File: src/rtl/ulm_consts.vh
/*
 * Register offsets, field positions, reset values and sizes for the
 * line and modem status block.
 * Assumes inclusion by bare name from the design files.
 */
`ifndef ULM_CONSTS_VH
`define ULM_CONSTS_VH

// Register offsets (4-bit word address)
`define ULM_ADDR_W 4
`define ULM_OFF_RX_DATA 4'h0
`define ULM_OFF_MODEM_CONTROL 4'h1
`define ULM_OFF_FIFO_CONTROL 4'h2
`define ULM_OFF_LINE_STATUS 4'h5
`define ULM_OFF_MODEM_STATUS 4'h6
`define ULM_OFF_IRQ_STATUS 4'h8
`define ULM_OFF_IRQ_MASK 4'h9

// line_status fields
`define ULM_LS_DR 0
`define ULM_LS_OE 1
`define ULM_LS_PE 2
`define ULM_LS_FE 3

// modem_control fields
`define ULM_MC_DTR 0
`define ULM_MC_RTS 1
`define ULM_MC_OUT1 2
`define ULM_MC_OUT2 3
`define ULM_MC_LOOP 4
`define ULM_MC_W 5

// fifo_control fields
`define ULM_FC_EN 0
`define ULM_FC_FLUSH 1

// Interrupt status / mask fields
`define ULM_IRQ_RX 0
`define ULM_IRQ_LINE 1
`define ULM_IRQ_MODEM 2
`define ULM_IRQ_W 3

// Reset values
`define ULM_RST_BYTE 8'h00
`define ULM_RST_MC 5'h00
`define ULM_RST_IRQ 3'h0
`define ULM_RST_PIN 1'b1

// Receive FIFO size
`define ULM_FIFO_DEPTH 32
`define ULM_FIFO_AW 5

`endif

File: src/rtl/ulm_top.v
/*
 * Line status and modem status logic for one serial channel: receive
 * FIFO with per-character error bits, overrun detection, modem input
 * mirroring with change latches, loop-back, interrupt status and mask.
 * Assumes the receiver core delivers finished characters on MCLK, and
 * modem pins arrive asynchronously, active low.
 */
// What this block does
// - Framing error reported for top character
// - Parity error reported for top character
// - Overrun set when character arrives while full
// - Overrun character dropped, FIFO contents kept
// - Data ready high while characters held
// - Four change bits set on input change, ring on rise only
// - Reading modem status clears change bits
// - Bit 7 inverted carrier, loop: output two
// - Bit 6 inverted ring, loop: output one
// - Bit 5 inverted DSR, loop: DTR
// - Bit 4 inverted CTS, loop: RTS
// - Bit 3 latches carrier change, interrupts
// - Bit 2 latches ring rise only, interrupts
// - Bits 1, 0 latch DSR, CTS changes
// - Modem interrupt while any change bit set
`default_nettype none
`include "ulm_consts.vh"

module ulm_top #(
  parameter [`ULM_FIFO_AW:0] DEPTH = `ULM_FIFO_DEPTH,
  parameter AW = `ULM_FIFO_AW
) (
  input wire MCLK,
  input wire SRST,
  input wire CE,
  input wire [`ULM_ADDR_W-1:0] ADDR,
  input wire [7:0] WDATA,
  input wire WR,
  input wire RD,
  output reg [7:0] RDATA,
  input wire RX_VALID,
  input wire [7:0] RX_CHAR,
  input wire RX_PERR,
  input wire RX_FERR,
  input wire CTS_N,
  input wire DSR_N,
  input wire RI_N,
  input wire CD_N,
  output reg DTR_N,
  output reg RTS_N,
  output reg OUT1_N,
  output reg OUT2_N,
  output reg RX_READY,
  output reg MODEM_INT,
  output reg IRQ
);

  // Receive storage
  reg [7:0] data_mem [0:DEPTH-1];
  reg [1:0] err_mem [0:DEPTH-1];
  reg [AW-1:0] wr_ptr_q;
  reg [AW-1:0] rd_ptr_q;
  reg [AW:0] count_q;

  // Software registers
  reg [`ULM_MC_W-1:0] mcr_q;
  reg fifo_en_q;
  reg overrun_q;
  reg [`ULM_IRQ_W-1:0] irq_st_q;
  reg [`ULM_IRQ_W-1:0] irq_mask_q;

  // Decoded accesses
  wire rd_rx;
  wire rd_ls;
  wire rd_ms;
  wire wr_mc;
  wire wr_fc;
  wire wr_ist;
  wire wr_imask;
  wire flush;

  // FIFO control
  wire empty;
  wire full_eff;
  wire pop;
  wire push;
  wire ovr_evt;

  // Modem path, line status and interrupt signals
  wire [3:0] pin_sync;
  wire [3:0] eff_lvl;
  wire [3:0] delta;
  wire [3:0] delta_evt;
  wire loop;
  wire [7:0] line_status;
  wire [7:0] modem_status;
  wire [1:0] top_err;
  wire [`ULM_IRQ_W-1:0] irq_evt;
  wire [`ULM_IRQ_W-1:0] irq_st_d;
  wire [`ULM_IRQ_W-1:0] irq_mask_d;
  wire irq_pend;

  reg [7:0] rdata_d;

  // Order of the modem level group: CTS, DSR, ring, carrier
  localparam IDX_CTS = 0;
  localparam IDX_DSR = 1;
  localparam IDX_RING = 2;
  localparam IDX_CD = 3;

  assign rd_rx = RD & (ADDR == `ULM_OFF_RX_DATA);
  assign rd_ls = RD & (ADDR == `ULM_OFF_LINE_STATUS);
  assign rd_ms = RD & (ADDR == `ULM_OFF_MODEM_STATUS);
  assign wr_mc = WR & (ADDR == `ULM_OFF_MODEM_CONTROL);
  assign wr_fc = WR & (ADDR == `ULM_OFF_FIFO_CONTROL);
  assign wr_ist = WR & (ADDR == `ULM_OFF_IRQ_STATUS);
  assign wr_imask = WR & (ADDR == `ULM_OFF_IRQ_MASK);

  // A mode change also empties the store, so stale depth never leaks
  assign flush = wr_fc &
    (WDATA[`ULM_FC_FLUSH] | (WDATA[`ULM_FC_EN] != fifo_en_q));

  assign loop = mcr_q[`ULM_MC_LOOP];

  // Receive FIFO

  assign empty = (count_q == {(AW+1){1'b0}});

  // Without the FIFO only a single holding register exists
  assign full_eff = fifo_en_q ? (count_q == DEPTH) :
    (count_q != {(AW+1){1'b0}});

  assign pop = rd_rx & ~empty;

  // A pop in the same cycle frees the slot for the new character
  assign ovr_evt = RX_VALID & full_eff & ~pop;
  // A character landing with a flush is lost along with the rest
  assign push = RX_VALID & ~ovr_evt & ~flush;

  always @(posedge MCLK) begin
    if (SRST) begin
      wr_ptr_q <= {AW{1'b0}};
      rd_ptr_q <= {AW{1'b0}};
      count_q <= {(AW+1){1'b0}};
    end else if (CE) begin
      if (flush) begin
        wr_ptr_q <= {AW{1'b0}};
        rd_ptr_q <= {AW{1'b0}};
        count_q <= {(AW+1){1'b0}};
      end else begin
        if (push) begin
          wr_ptr_q <= (wr_ptr_q == DEPTH[AW-1:0] - 1'b1) ?
            {AW{1'b0}} : wr_ptr_q + 1'b1;
        end
        if (pop) begin
          rd_ptr_q <= (rd_ptr_q == DEPTH[AW-1:0] - 1'b1) ?
            {AW{1'b0}} : rd_ptr_q + 1'b1;
        end
        if (push & ~pop) begin
          count_q <= count_q + 1'b1;
        end else if (pop & ~push) begin
          count_q <= count_q - 1'b1;
        end
      end
    end
  end

  // Storage has no reset; empty flag guards every read of it
  always @(posedge MCLK) begin
    if (CE & ~SRST & push) begin
      data_mem[wr_ptr_q] <= RX_CHAR;
      err_mem[wr_ptr_q] <= {RX_FERR, RX_PERR};
    end
  end

  // Error bits follow the character at the top of the store
  assign top_err = empty ? 2'b00 : err_mem[rd_ptr_q];

  // Overrun stays until line status is read; a new one wins the clear
  always @(posedge MCLK) begin
    if (SRST) begin
      overrun_q <= 1'b0;
    end else if (CE) begin
      overrun_q <= (overrun_q & ~rd_ls) | ovr_evt;
    end
  end

  assign line_status = {4'h0,
                        top_err[1],
                        top_err[0],
                        overrun_q,
                        ~empty};

  // Modem control, FIFO control and interrupt mask registers

  always @(posedge MCLK) begin
    if (SRST) begin
      mcr_q <= `ULM_RST_MC;
      fifo_en_q <= 1'b0;
      irq_mask_q <= `ULM_RST_IRQ;
    end else if (CE) begin
      if (wr_mc) begin
        mcr_q <= WDATA[`ULM_MC_W-1:0];
      end
      if (wr_fc) begin
        fifo_en_q <= WDATA[`ULM_FC_EN];
      end
      if (wr_imask) begin
        irq_mask_q <= WDATA[`ULM_IRQ_W-1:0];
      end
    end
  end

  // Modem inputs

  ulm_sync #(
    .W(4)
  ) u_sync (
    .clk(MCLK),
    .srst(SRST),
    .ce(CE),
    .d({CD_N, RI_N, DSR_N, CTS_N}),
    .q(pin_sync)
  );

  // In loop-back the control outputs stand in for the pin levels
  assign eff_lvl = loop ?
    {~mcr_q[`ULM_MC_OUT2], ~mcr_q[`ULM_MC_OUT1],
     ~mcr_q[`ULM_MC_DTR], ~mcr_q[`ULM_MC_RTS]} :
    pin_sync;

  // Deltas see synchronised levels: pulses under one clock may be lost
  genvar gi;
  generate
    for (gi = 0; gi < 4; gi = gi + 1) begin : g_chg
      // Ring only counts its rising pin level
      ulm_chg #(
        .RISE_ONLY((gi == IDX_RING) ? 1 : 0)
      ) u_chg (
        .clk(MCLK),
        .srst(SRST),
        .ce(CE),
        .lvl(eff_lvl[gi]),
        .clr(rd_ms),
        .flag_q(delta[gi]),
        .evt(delta_evt[gi])
      );
    end
  endgenerate

  assign modem_status = {~eff_lvl[IDX_CD],
                         ~eff_lvl[IDX_RING],
                         ~eff_lvl[IDX_DSR],
                         ~eff_lvl[IDX_CTS],
                         delta};

  // Interrupt status: sticky, write one to clear, set wins

  assign irq_evt[`ULM_IRQ_RX] = push;
  assign irq_evt[`ULM_IRQ_LINE] = ovr_evt | (push & (RX_PERR | RX_FERR));
  assign irq_evt[`ULM_IRQ_MODEM] = |delta_evt;

  assign irq_st_d = (irq_st_q & ~({`ULM_IRQ_W{wr_ist}} &
    WDATA[`ULM_IRQ_W-1:0])) | irq_evt;

  // Mask write counts in its own edge, so IRQ never lags a new mask
  assign irq_mask_d = wr_imask ? WDATA[`ULM_IRQ_W-1:0] : irq_mask_q;
  assign irq_pend = |(irq_st_d & irq_mask_d);

  always @(posedge MCLK) begin
    if (SRST) begin
      irq_st_q <= `ULM_RST_IRQ;
    end else if (CE) begin
      irq_st_q <= irq_st_d;
    end
  end

  // Read data mux
  // Unmapped offsets read zero; writes to them are dropped

  always @* begin
    rdata_d = `ULM_RST_BYTE;
    case (ADDR)
      `ULM_OFF_RX_DATA: begin
        rdata_d = empty ? `ULM_RST_BYTE : data_mem[rd_ptr_q];
      end
      `ULM_OFF_MODEM_CONTROL: begin
        rdata_d = {{(8-`ULM_MC_W){1'b0}}, mcr_q};
      end
      `ULM_OFF_FIFO_CONTROL: begin
        rdata_d = {7'h00, fifo_en_q};
      end
      `ULM_OFF_LINE_STATUS: begin
        rdata_d = line_status;
      end
      `ULM_OFF_MODEM_STATUS: begin
        rdata_d = modem_status;
      end
      `ULM_OFF_IRQ_STATUS: begin
        rdata_d = {{(8-`ULM_IRQ_W){1'b0}}, irq_st_q};
      end
      `ULM_OFF_IRQ_MASK: begin
        rdata_d = {{(8-`ULM_IRQ_W){1'b0}}, irq_mask_q};
      end
      default: begin
        rdata_d = `ULM_RST_BYTE;
      end
    endcase
  end

  // Read data holds only for the cycle after the strobe
  always @(posedge MCLK) begin
    if (SRST) begin
      RDATA <= `ULM_RST_BYTE;
    end else if (CE) begin
      RDATA <= RD ? rdata_d : `ULM_RST_BYTE;
    end
  end

  // Registered outputs

  always @(posedge MCLK) begin
    if (SRST) begin
      DTR_N <= 1'b1;
      RTS_N <= 1'b1;
      OUT1_N <= 1'b1;
      OUT2_N <= 1'b1;
      RX_READY <= 1'b0;
      MODEM_INT <= 1'b0;
      IRQ <= 1'b0;
    end else if (CE) begin
      // Loop-back keeps the real pins idle
      DTR_N <= loop | ~mcr_q[`ULM_MC_DTR];
      RTS_N <= loop | ~mcr_q[`ULM_MC_RTS];
      OUT1_N <= loop | ~mcr_q[`ULM_MC_OUT1];
      OUT2_N <= loop | ~mcr_q[`ULM_MC_OUT2];
      RX_READY <= ~empty;
      MODEM_INT <= |delta;
      // Level follows next status and mask, so clears act at once
      IRQ <= irq_pend;
    end
  end

endmodule // ulm_top
`default_nettype wire

File: src/rtl/ulm_sync.v
/*
 * Two-flop synchroniser for a group of asynchronous pin levels.
 * Assumes the pins are active low and idle high.
 */
`default_nettype none
`include "ulm_consts.vh"

module ulm_sync #(
  parameter W = 4
) (
  input wire clk,
  input wire srst,
  input wire ce,
  input wire [W-1:0] d,
  output reg [W-1:0] q
);

  reg [W-1:0] meta_q;

  always @(posedge clk) begin
    if (srst) begin
      meta_q <= {W{`ULM_RST_PIN}};
      q <= {W{`ULM_RST_PIN}};
    end else if (ce) begin
      meta_q <= d;
      q <= meta_q;
    end
  end

endmodule // ulm_sync
`default_nettype wire

File: src/rtl/ulm_chg.v
/*
 * Sticky change indicator for one modem control level.
 * Assumes a synchronised level and a one-cycle clear pulse.
 */
`default_nettype none
`include "ulm_consts.vh"

module ulm_chg #(
  parameter RISE_ONLY = 0
) (
  input wire clk,
  input wire srst,
  input wire ce,
  input wire lvl,
  input wire clr,
  output reg flag_q,
  output wire evt
);

  reg prev_q;

  // Ring only reports the low-to-high transition
  assign evt = (RISE_ONLY != 0) ? (lvl & ~prev_q) : (lvl ^ prev_q);

  always @(posedge clk) begin
    if (srst) begin
      prev_q <= `ULM_RST_PIN;
      flag_q <= 1'b0;
    end else if (ce) begin
      prev_q <= lvl;
      // Set wins over a simultaneous read clear
      flag_q <= (flag_q & ~clr) | evt;
    end
  end

endmodule // ulm_chg
`default_nettype wire

File: config.mk
export PLATFORM = sky130hd
export DESIGN_NAME = ulm_top
export DESIGN_NICKNAME = d
export VERILOG_FILES = /design/src/rtl/ulm_top.v /design/src/rtl/ulm_sync.v /design/src/rtl/ulm_chg.v
export VERILOG_INCLUDE_DIRS = /design/src /design/src/rtl
export SDC_FILE = /design/constraint.sdc
export NUM_CORES = 1
export LEC_CHECK = 0
export BUFFER_PORTS_ARGS = -buffer_cell sky130_fd_sc_hd__buf_4
export CAP_MARGIN = 20
export CELL_PAD_IN_SITES_DETAIL_PLACEMENT = 0
export CELL_PAD_IN_SITES_GLOBAL_PLACEMENT = 1
export CORE_MARGIN = 4
export CORE_UTILIZATION = 32
export DETAILED_ROUTE_END_ITERATION = 16
export PLACE_DENSITY = 0.53
export SETUP_SLACK_MARGIN = 0.1
export SLEW_MARGIN = 20
export SYNTH_ARGS = -nofsm -noshare
export SYNTH_HDL_FRONTEND = slang
export SYNTH_SLANG_ARGS = --single-unit
File: constraint.sdc
create_clock -name MCLK -period 8.4 [get_ports MCLK]
set_input_delay 1.68 -clock MCLK [delete_from_list [all_inputs] [get_ports MCLK]]
set_output_delay 1.68 -clock MCLK [all_outputs]
set_load 0.01 [all_outputs]
==> impl_metrics.toml, run 1 <==
[hold_path]
hp-start = "u_sync.q[1]"
holdPathStages = 2
worstHoldPathType = "register to register"
hold_end = "u_sync.q[1]"

[sta]
slew_headroom_pct = 28.1
rsz0062_at_grt = "no"
fin_ws_ns = 4.26
worst_clock_skew_ns = 0.0198
finalHoldViolCount = 0
finalCriticalPeriod_ns = 4.14
max_freq_ghz = 0.241
setup_tns_ns = 0
min_period_over_period_pct = 49.3
worst_pin_slew_ns = 1.07
drv_slew = 0
setup_viol = 0

[pwr]
p_switching_mw = 0.991
p_per_area_nw_per_um2 = 234
finalPower_mw = 4.18
power.leakage_nw = 5.71
ir_drop_mv = 0.139
internal-power_mw = 3.19
p_comb_share_pct = 8.3
swShare_pct = 23.7
clockPowerShare_pct = 40.9
p_seq_share_pct = 50.8

[floorplanning]
die_area_sq_um = 52500
rows = 80
pin_count = 47
start_util_pct = 32.6
dieHeight_um = 229
coreArea_sq_um = 48000
die_w_um = 229

[clocking]
cts.path.max_buffers = 3
clk_latency_ns = 0.56
cts_tree = "built"
root_buffer = "clkbuf_16"
postCtsHoldBufs = 0
clk_pin_slew_ns = 0.06
ctsHtreeMaxLevel = 2
cts.sinks = 385
cts_setup_buffers = 0
cts_buffers = 41
cts_resized = 0

[logic_synthesis]
yosysTopAreaCell = "edfxtp_1"
yosysWarnings = 0
synth-seq-cells = 385
async_reset_ff_share_pct = 0
synth_cells = 957
synth_area_leaders = "edfxtp_1, mux4_2, dfxtp_1"
yosysMostFrequentCell = "edfxtp_1"
avgSynthCellArea_sq_um = 16.4
synth_flop_cell = "edfxtp_1"
ys_seq_area_share_pct = 69.7
synth_cell_types = 65
synth_top_cell_area_share_pct = 61.4
syn_nets = 1001
syn-cell-area_sq_um = 15700
ys_top_cells_by_count = "edfxtp_1, mux4_2, nor2_1, nand2_1, dfxtp_1"
synth_edf_count = 320

[finish]
nFillCells = 4510
synthToLayoutAreaGrowth_pct = 14.3
multi_input_area_sq_um = 4490
diodes = 0
drive_gt1_share_pct = 21.1
nets = 1049
final-seq-area_sq_um = 10900
stdcell_count = 1650
final_cell_area_sq_um = 17900

[critical_path]
startpoint = "ADDR[3]"
worstSetupPathType = "input port to register"
cp_cell_sequence = "buf_4 -> nor4_1 -> buf_4 -> nand2_1 -> a31oi_4 -> and3_2 -> nand2_1 -> nor2_1"
cp_max_fo = 12
crit_path_max_incr_delay_ns = 0.96
critPathSlowestCell = "nor2_1"
worstReg2RegEnd = "data_mem[15][4]"
r2r_slack_ns = 4.72
cp_data_required_time_ns = 8.57
startpoint_type = "input port"
rr_startpoint = "count_q[1]"
r2r_cells = 6
critPathCaptureType = "register"
arrival_ns = 4.31

[placement]
dpl.hpwl_mm = 24.3
place_inst = 1576
dpl_cell_area_sq_um = 16600
io_buffers = 43
pre_cts_slack_ns = 3.59
routabilityCongestion = 0.739

[routing]
routed.top_layer = "met4"
post_drt_wl_per_cell_um = 23.8
drtPass1Iterations = 5
num_vias = 8533
met3WireLength_mm = 1.90
viasPerCell = 5.17
drt_iter0_drc = 757
drc = 0
drt-total-wl_mm = 39.3
m1WireLength_mm = 18.3
antenna_left = 0
wl_met2_mm = 18.5

[grt]
grt_max_degree = 49
grt_pass1_vias = 8725
gr-total-overflow = 0
grt_pass1_wl_mm = 58.8
grt_antenna_before_repair = 2
grt_use_total_pct = 14.8

[status]
status = "finished clean"

[run]
cap_viol_max_count = 0
-- critical path, delay by kind of cell --
| family | cells | cell delay (ns) |
|---|---|---|
| AOI/OAI and AO/OA | 1 | 0.29 |
| buffers and inverters | 2 | 0.35 |
| and+or+nand+nor | 5 | 1.98 |
-- worst max path at each step --
stage	end	depth (start not counted)	slack (ns)
5_1_grt	data_mem[6][4]	8	4.07
2_1_floorplan	count_q[5]	12	3.94
3_5_place_dp	data_mem[23][1]	8	3.59
6_report	data_mem[15][4]	8	4.26
3_3_place_gp	data_mem[19][1]	8	3.63
4_1_cts	data_mem[23][1]	8	4.18
-- layout by cell type (no fill, tap or decap), types with 6 or more instances in the layout --
cell type	n
edfxtp_1	320
mux4_2	81
nor2_1	71
nand2_1	69
dfxtp_1	62
buf_4	57
mux2i_1	49
clkbuf_16	42
o21ai_0	29
a21oi_1	28
nand3_1	20
inv_1	13
a22oi_1	11
ha_1	11
clkbuf_1	11
and3_1	9
a211oi_1	9
clkinv_2	9
nand4_1	8
nor2_2	8
a31oi_1	8
xor2_1	6
nor3_1	6
nor2b_1	6
clkinv_1	6
-- layout make-up --
| class | instances | area share [%] |
|---|---|---|
| tap | 615 | 4.30 |
| clock buffer | 53 | 6.10 |
| inverter | 14 | 0.293 |
| multi-input combinational | 506 | 25.1 |
| sequential | 385 | 61.0 |
| clock inverter | 20 | 0.866 |
| timing repair buffer | 57 | 2.39 |
-- metrics by stage --
| step | hold slack (ns) | utilization (%) |
|---|---|---|
| final | 0.475 | 37.3 |
| after global routing | 0.499 | 37.3 |
| after CTS | 0.479 | 37.2 |
| after detailed placement | 0.464 | 34.6 |
| after global placement | 0.462 | 34.6 |
| after floorplan | 0.441 | - |
-- flip-flops by register name, summed over array words and instances, names as in the netlist, 4 cells and up, named ones only --
signal              flops
RDATA                   8
count_q                 6
data_mem              256
err_mem                64
g_chg.u_chg.flag_q      4
g_chg.u_chg.prev_q      4
mcr_q                   5
rd_ptr_q                5
u_sync.meta_q           4
u_sync.q                4
wr_ptr_q                5
-- cell families (layout without fill, tap and decap cells) --
logic type | Yosys count | in the layout | synth area share (%)
buffers and inverters | 66 | 144 | 1.78
and+or+nand+nor | 225 | 225 | 6.59
DFF | 385 | 385 | 69.7
adders and majority gates | 12 | 12 | 1.01
muxes | 132 | 132 | 14.9
AOI/OAI and AO/OA | 130 | 130 | 5.65
xor gates and xnor gates | 7 | 7 | 0.391
-- per-layer routing --
metal	GRT usage (%)	vias up
li1	-	3891
met1	21.5	4416
met2	23.7	194
met3	2.41	32
met4	3.35	0
met5	0	-
-- power groups by stage --
| stage | clock (mW) | combinational (mW) | sequential, mW |
|---|---|---|---|
| 4_1_cts | 1.76 | 0.354 | 2.12 |
| 3_5_place_dp | 0 | 0.351 | 2.16 |
| 2_1_floorplan | 0 | 0.259 | 2.15 |
| 6_report | 1.71 | 0.348 | 2.12 |
| 3_3_place_gp | 0 | 0.350 | 2.16 |
| 5_1_grt | 1.85 | 0.388 | 2.13 |
Note: power is estimated with default switching activity, not from simulation.
==> inputs of run 2 (changes only) <==
--- a/config.mk
+++ b/config.mk
@@ -13,7 +13,7 @@
 export CORE_MARGIN = 4
 export CORE_UTILIZATION = 32
 export DETAILED_ROUTE_END_ITERATION = 16
-export PLACE_DENSITY = 0.53
+export PLACE_DENSITY = 0.55
 export SETUP_SLACK_MARGIN = 0.1
 export SLEW_MARGIN = 20
 export SYNTH_ARGS = -nofsm -noshare
==> constraint.sdc (replaced) <==
create_clock -name MCLK -period 3.7 [get_ports MCLK]
set_input_delay 0.74 -clock MCLK [delete_from_list [all_inputs] [get_ports MCLK]]
set_output_delay 0.74 -clock MCLK [all_outputs]
set_load 0.01 [all_outputs]
==> run 2 against run 1 <==
Effect of this change: count of clock-buffer cells in the layout decreased by 2; largest power group unchanged; utilization increased by 1.2 points; critical path type is now register to register; sequential share of layout area decreased by 1.9 points; register-to-register slack got worse by 4.3 ns; highest routed layer unchanged.
==> impl_metrics.toml, run 2 (synthesized netlist as in run 1, its figures left out) <==
[status]
status = "finished clean"

[critical_path]
critPathSlowestCell = "or4_4"
cp_cell_sequence = "or4_4 -> or3_1 -> a31oi_4 -> nand3_1 -> ha_1 -> a211oi_1 -> o21bai_1 -> a2111oi_0 -> a31oi_1 -> a21oi_1 -> o32ai_1"
startpoint_type = "register"
worstSetupPathType = "register to register"
cp_data_required_time_ns = 4.13
arrival_ns = 3.68
crit_path_max_incr_delay_ns = 0.57
cp_max_fo = 4
critPathCaptureType = "register"
critPathBufInv = 0
critPathTopFamily = "compound AO/OA/AOI/OAI gates"

[sta]
slew_headroom_pct = 48.8
drv_slew = 0
rsz0062_at_grt = "no"
setup_viol = 0
finalCriticalPeriod_ns = 3.24
worst_pin_slew_ns = 0.768
min_period_over_period_pct = 87.6
setup_tns_ns = 0
max_freq_ghz = 0.308
worst_clock_skew_ns = 0.0130
finalHoldViolCount = 0
finalHoldWorstSlack_ns = 0.402

[clocking]
cts_buffers = 42
ctsHtreeMaxLevel = 2
postCtsHoldBufs = 0
cts.path.max_buffers = 3
cts.sinks = 385
cts_resized = 0
cts_tree = "built"
clk_latency_ns = 0.56
cts_setup_buffers = 0
root_buffer = "clkbuf_16"
clk_pin_slew_ns = 0.06

[routing]
post_drt_wl_per_cell_um = 23.4
drt-total-wl_mm = 39.9
drt_iter0_drc = 664
drc = 0
num_vias = 8717
drtPass1Iterations = 5
antenna_left = 0
viasPerCell = 5.11

[pwr]
swShare_pct = 23.0
power.leakage_nw = 6.08
clockPowerShare_pct = 43.3
p_switching_mw = 2.30
internal-power_mw = 7.70
p_per_area_nw_per_um2 = 541
ir_drop_mv = 0.373
p_seq_share_pct = 48.2
p_comb_share_pct = 8.5

[grt]
grt_use_total_pct = 15.1
grt_pass1_vias = 8953
grt_max_degree = 43
grt_pass1_wl_mm = 59.6
gr-total-overflow = 0
grt_antenna_before_repair = 0

[finish]
diodes = 0
largest_reg_flops = 256
layout_common_cells = "edfxtp_1, buf_4, mux4_2"
fin_util_pct = 38.5
reg_top3 = "data_mem x256, err_mem x64, RDATA x8"
synthToLayoutAreaGrowth_pct = 18.0
top_register = "data_mem"
layout_commonest_cell = "edfxtp_1"
nets = 1102
drive_gt1_share_pct = 24.8

[floorplanning]
coreArea_sq_um = 48000
start_util_pct = 32.6
die_area_sq_um = 52500
pin_count = 47
rows = 80
die_w_um = 229
dieHeight_um = 229

[placement]
io_buffers = 43
routabilityCongestion = 0.801
dpl.hpwl_mm = 25.8

[hold_path]
worstHoldPathType = "input port to register"

[run]
cap_viol_max_count = 0
run 2: power by group through the flow:
stage | clock network [mW] | registers (mW) | logic (mW)
after floorplan | 0 | 4.89 | 0.587
after global placement | 0 | 4.91 | 0.848
after detailed placement | 0 | 4.91 | 0.855
after CTS | 4.44 | 4.82 | 0.859
after global routing | 4.65 | 4.82 | 0.943
final | 4.33 | 4.82 | 0.852
run 2: worst paths after layout:
| kind | start | end | slack (ns) | cells after the start |
|---|---|---|---|---|
| worst max-delay path | count_q[1] | count_q[5] | 0.46 | 11 |
| worst min-delay path | DSR_N | u_sync.meta_q[1] | 0.40 | 3 |
| worst max register to register | count_q[1] | count_q[5] | 0.46 | 11 |
| worst min register to register | u_sync.meta_q[2] | u_sync.meta_q[2] | 0.47 | 2 |
run 2: final cells by class:
| type | count | area [sq um] |
|---|---|---|
| Fill cell | 4509 | 29600 |
| Sequential cell | 385 | 10900 |
| Multi-Input combinational cell | 506 | 4470 |
| Clock buffer | 51 | 1120 |
| Timing Repair Buffer | 109 | 843 |
| Tap cell | 615 | 769 |
| Clock inverter | 27 | 305 |
| Inverter | 14 | 52.6 |
run 2: layer usage:
metal	track usage, %	up-vias	part of all wire [%]
met4	3.58	0	1.8
li1	-	4001	-
met1	20.7	4522	46
met2	24.9	146	48
met5	0	-	0
met3	3.17	48	4.2
run 2: tightest hold or removal path: cells and delay by family:
family	cells	cell delay, ns
buffers and inverters	1	0.08
AND/OR/NAND/NOR	1	0.06
multiplexers	1	0.05
run 2: metrics by stage:
step | worst slack [ns] | area [sq um] | instances | power (mW)
2_1_floorplan | 0.175 | 15700 | 957 | 5.47
6_report | 0.458 | 18500 | 1707 | 10.0
4_1_cts | 0.359 | 18500 | 1707 | 10.1
3_3_place_gp | 0.142 | 17100 | 1629 | 5.76
5_1_grt | 0.203 | 18500 | 1707 | 10.4
3_5_place_dp | 0.171 | 17100 | 1629 | 5.76
==> inputs of run 3 (changes only) <==
--- a/config.mk
+++ b/config.mk
@@ -14,6 +14,7 @@
 export CORE_UTILIZATION = 32
 export DETAILED_ROUTE_END_ITERATION = 16
 export PLACE_DENSITY = 0.55
+export RECOVER_POWER = 100
 export SETUP_SLACK_MARGIN = 0.1
 export SLEW_MARGIN = 20
 export SYNTH_ARGS = -nofsm -noshare
==> run 3 against run 2 <==
Effect of this change: the flow now finishes with violations (max-capacitance violations, max-slew violations); global-route usage unchanged; clock skew down 0.0019 ns; cell area down 1.1%; non-clock buffer count unchanged; count of clock-buffer cells in the layout unchanged; critical path type unchanged; critical endpoint is now data_mem[5][4]; largest power group unchanged.
==> impl_metrics.toml, run 3 (synthesized netlist as in run 1, its figures left out) <==
[status]
status = "complete, but fails checks"
violations = "max-capacitance violations, max-slew violations"

[floorplanning]
start_util_pct = 32.6
dieHeight_um = 229
die_area_sq_um = 52500
coreArea_sq_um = 48000
die_w_um = 229
pin_count = 47
rows = 80

[finish]
stdcell_count = 1708
nets = 1102
reg_top3 = "data_mem x256, err_mem x64, RDATA x8"
layout_commonest_cell = "edfxtp_1"
largest_reg_flops = 256
layout_common_cells = "edfxtp_1, mux4_2, nor2_1"
final-seq-area_sq_um = 10900
multi_input_area_sq_um = 4470
nFillCells = 4561
drive_gt1_share_pct = 21.5
synthToLayoutAreaGrowth_pct = 16.7
top_register = "data_mem"

[sta]
finalHoldWorstSlack_ns = 0.404
slew_headroom_pct = -43.4
worst_clock_skew_ns = 0.0111
setup_tns_ns = 0
setup_viol = 0
max_freq_ghz = 0.291
fin_ws_ns = 0.260
finalCriticalPeriod_ns = 3.44
min_period_over_period_pct = 93.0
finalHoldViolCount = 0
rsz0062_at_grt = "no"
worst_pin_slew_ns = 2.15
drv_slew = 242

[clocking]
clk_pin_slew_ns = 0.06
cts_buffers = 42
cts_setup_buffers = 0
cts.sinks = 385
cts.path.max_buffers = 3
ctsHtreeMaxLevel = 2
root_buffer = "clkbuf_16"
clk_latency_ns = 0.56
cts_tree = "built"

[grt]
grt_pass1_vias = 8953
gr-total-overflow = 0
grt_antenna_before_repair = 0
grt_pass1_wl_mm = 59.6
grt_max_degree = 43
grt_use_total_pct = 15.1

[run]
cap_viol_max_count = 8

[routing]
post_drt_wl_per_cell_um = 23.4
antenna_left = 0
drc = 0
num_vias = 8762
drt-total-wl_mm = 39.9
drtPass1Iterations = 4
viasPerCell = 5.13
drt_iter0_drc = 576

[pwr]
ir_drop_mv = 0.374
power.leakage_nw = 5.93
p_per_area_nw_per_um2 = 546

[placement]
io_buffers = 43
routabilityCongestion = 0.801
pre_cts_slack_ns = 0.171
dpl.hpwl_mm = 25.8
place_inst = 1629

[critical_path]
cp_max_fo = 8
startpoint_type = "register"
rr_startpoint = "count_q[1]"
cp_data_required_time_ns = 3.89
critPathCaptureType = "register"
r2r_cells = 8
arrival_ns = 3.63
worstReg2RegEnd = "data_mem[5][4]"
worstSetupPathType = "register to register"
r2r_slack_ns = 0.26

[hold_path]
holdPathStages = 3
worstHoldPathType = "input port to register"
hold_end = "u_sync.meta_q[1]"
hp-start = "DSR_N"
==> run 3: cell types whose count changed in the layout (fill, tap and decap cells not counted) <==
cell and delta:
or4_1 +1, and3_1 +1, o21ai_0 +1, o21ai_1 -1
clkbuf_1 +34, diode_2 +1, buf_4 -61, or4_4 -1
clkbuf_2 +27, and3_2 -1
==> run 3: metal layers <==
layer  up-vias  share of wire (%)  routed length (um)  GRT usage, %
met5         -                  0                   0             0
met4         0                1.8                 729          3.58
met3        48                4.3                1710          3.17
met2       154                 48               19300          24.9
met1      4559                 46               18200          20.7
li1       4001                  -                   -             -
==> run 3: worst max path at each step <==
stage / start / to / slack, ns / cells past startpoint
2_1_floorplan: ADDR[2] / count_q[5] / 0.18 / 12
3_3_place_gp: ADDR[1] / count_q[5] / 0.14 / 13
3_5_place_dp: ADDR[1] / count_q[5] / 0.17 / 13
4_1_cts: count_q[1] / count_q[5] / 0.36 / 11
5_1_grt: CE / RDATA[2] / 0.11 / 6
6_report: count_q[1] / data_mem[5][4] / 0.26 / 8
==> run 3: through the flow <==
stage                     instance area (sq um)  utilization (%)  total power [mW]
after floorplan                           15700                -              5.47
after global routing                      18300             38.0              10.4
after detailed placement                  17100             35.5              5.76
after global placement                    17100             35.5              5.76
final                                     18300             38.0              9.97
after CTS                                 18500             38.5              10.1
==> run 3: repair_timing <==
action	CTS	global route
endpoints found under the hold margin	0	0
setup endpoints to repair	0	1
gates resized for setup	0	1
hold buffers	0	0
==> run 3: area by class of cell <==
class,count,share of cell area [%]
antenna,1,0.0137
clock buffer,51,6.12
clock inverter,27,1.67
inverter,14,0.287
multi-input combinational,506,24.4
sequential,385,59.7
tap,615,4.21
timing repair buffer,109,3.55
==> run 3: critical path: stages (launching register included) <==
cell and delay, ns:
dfxtp_1 0.34, or4_1 0.62, or3_1 0.40, a31oi_4 0.16, clkbuf_1 0.27, and3_1 0.31
nand2_1 0.28, nor2_1 0.22, clkbuf_1 0.47
==> run 3: report_power, final <==
| group | leakage [nW] | total [mW] | switching [mW] | internal [mW] |
|---|---|---|---|---|
| logic | 1.82 | 0.824 | 0.493 | 0.331 |
| registers | 3.41 | 4.82 | 0.0595 | 4.76 |
| clock network | 0.701 | 4.33 | 1.74 | 2.58 |
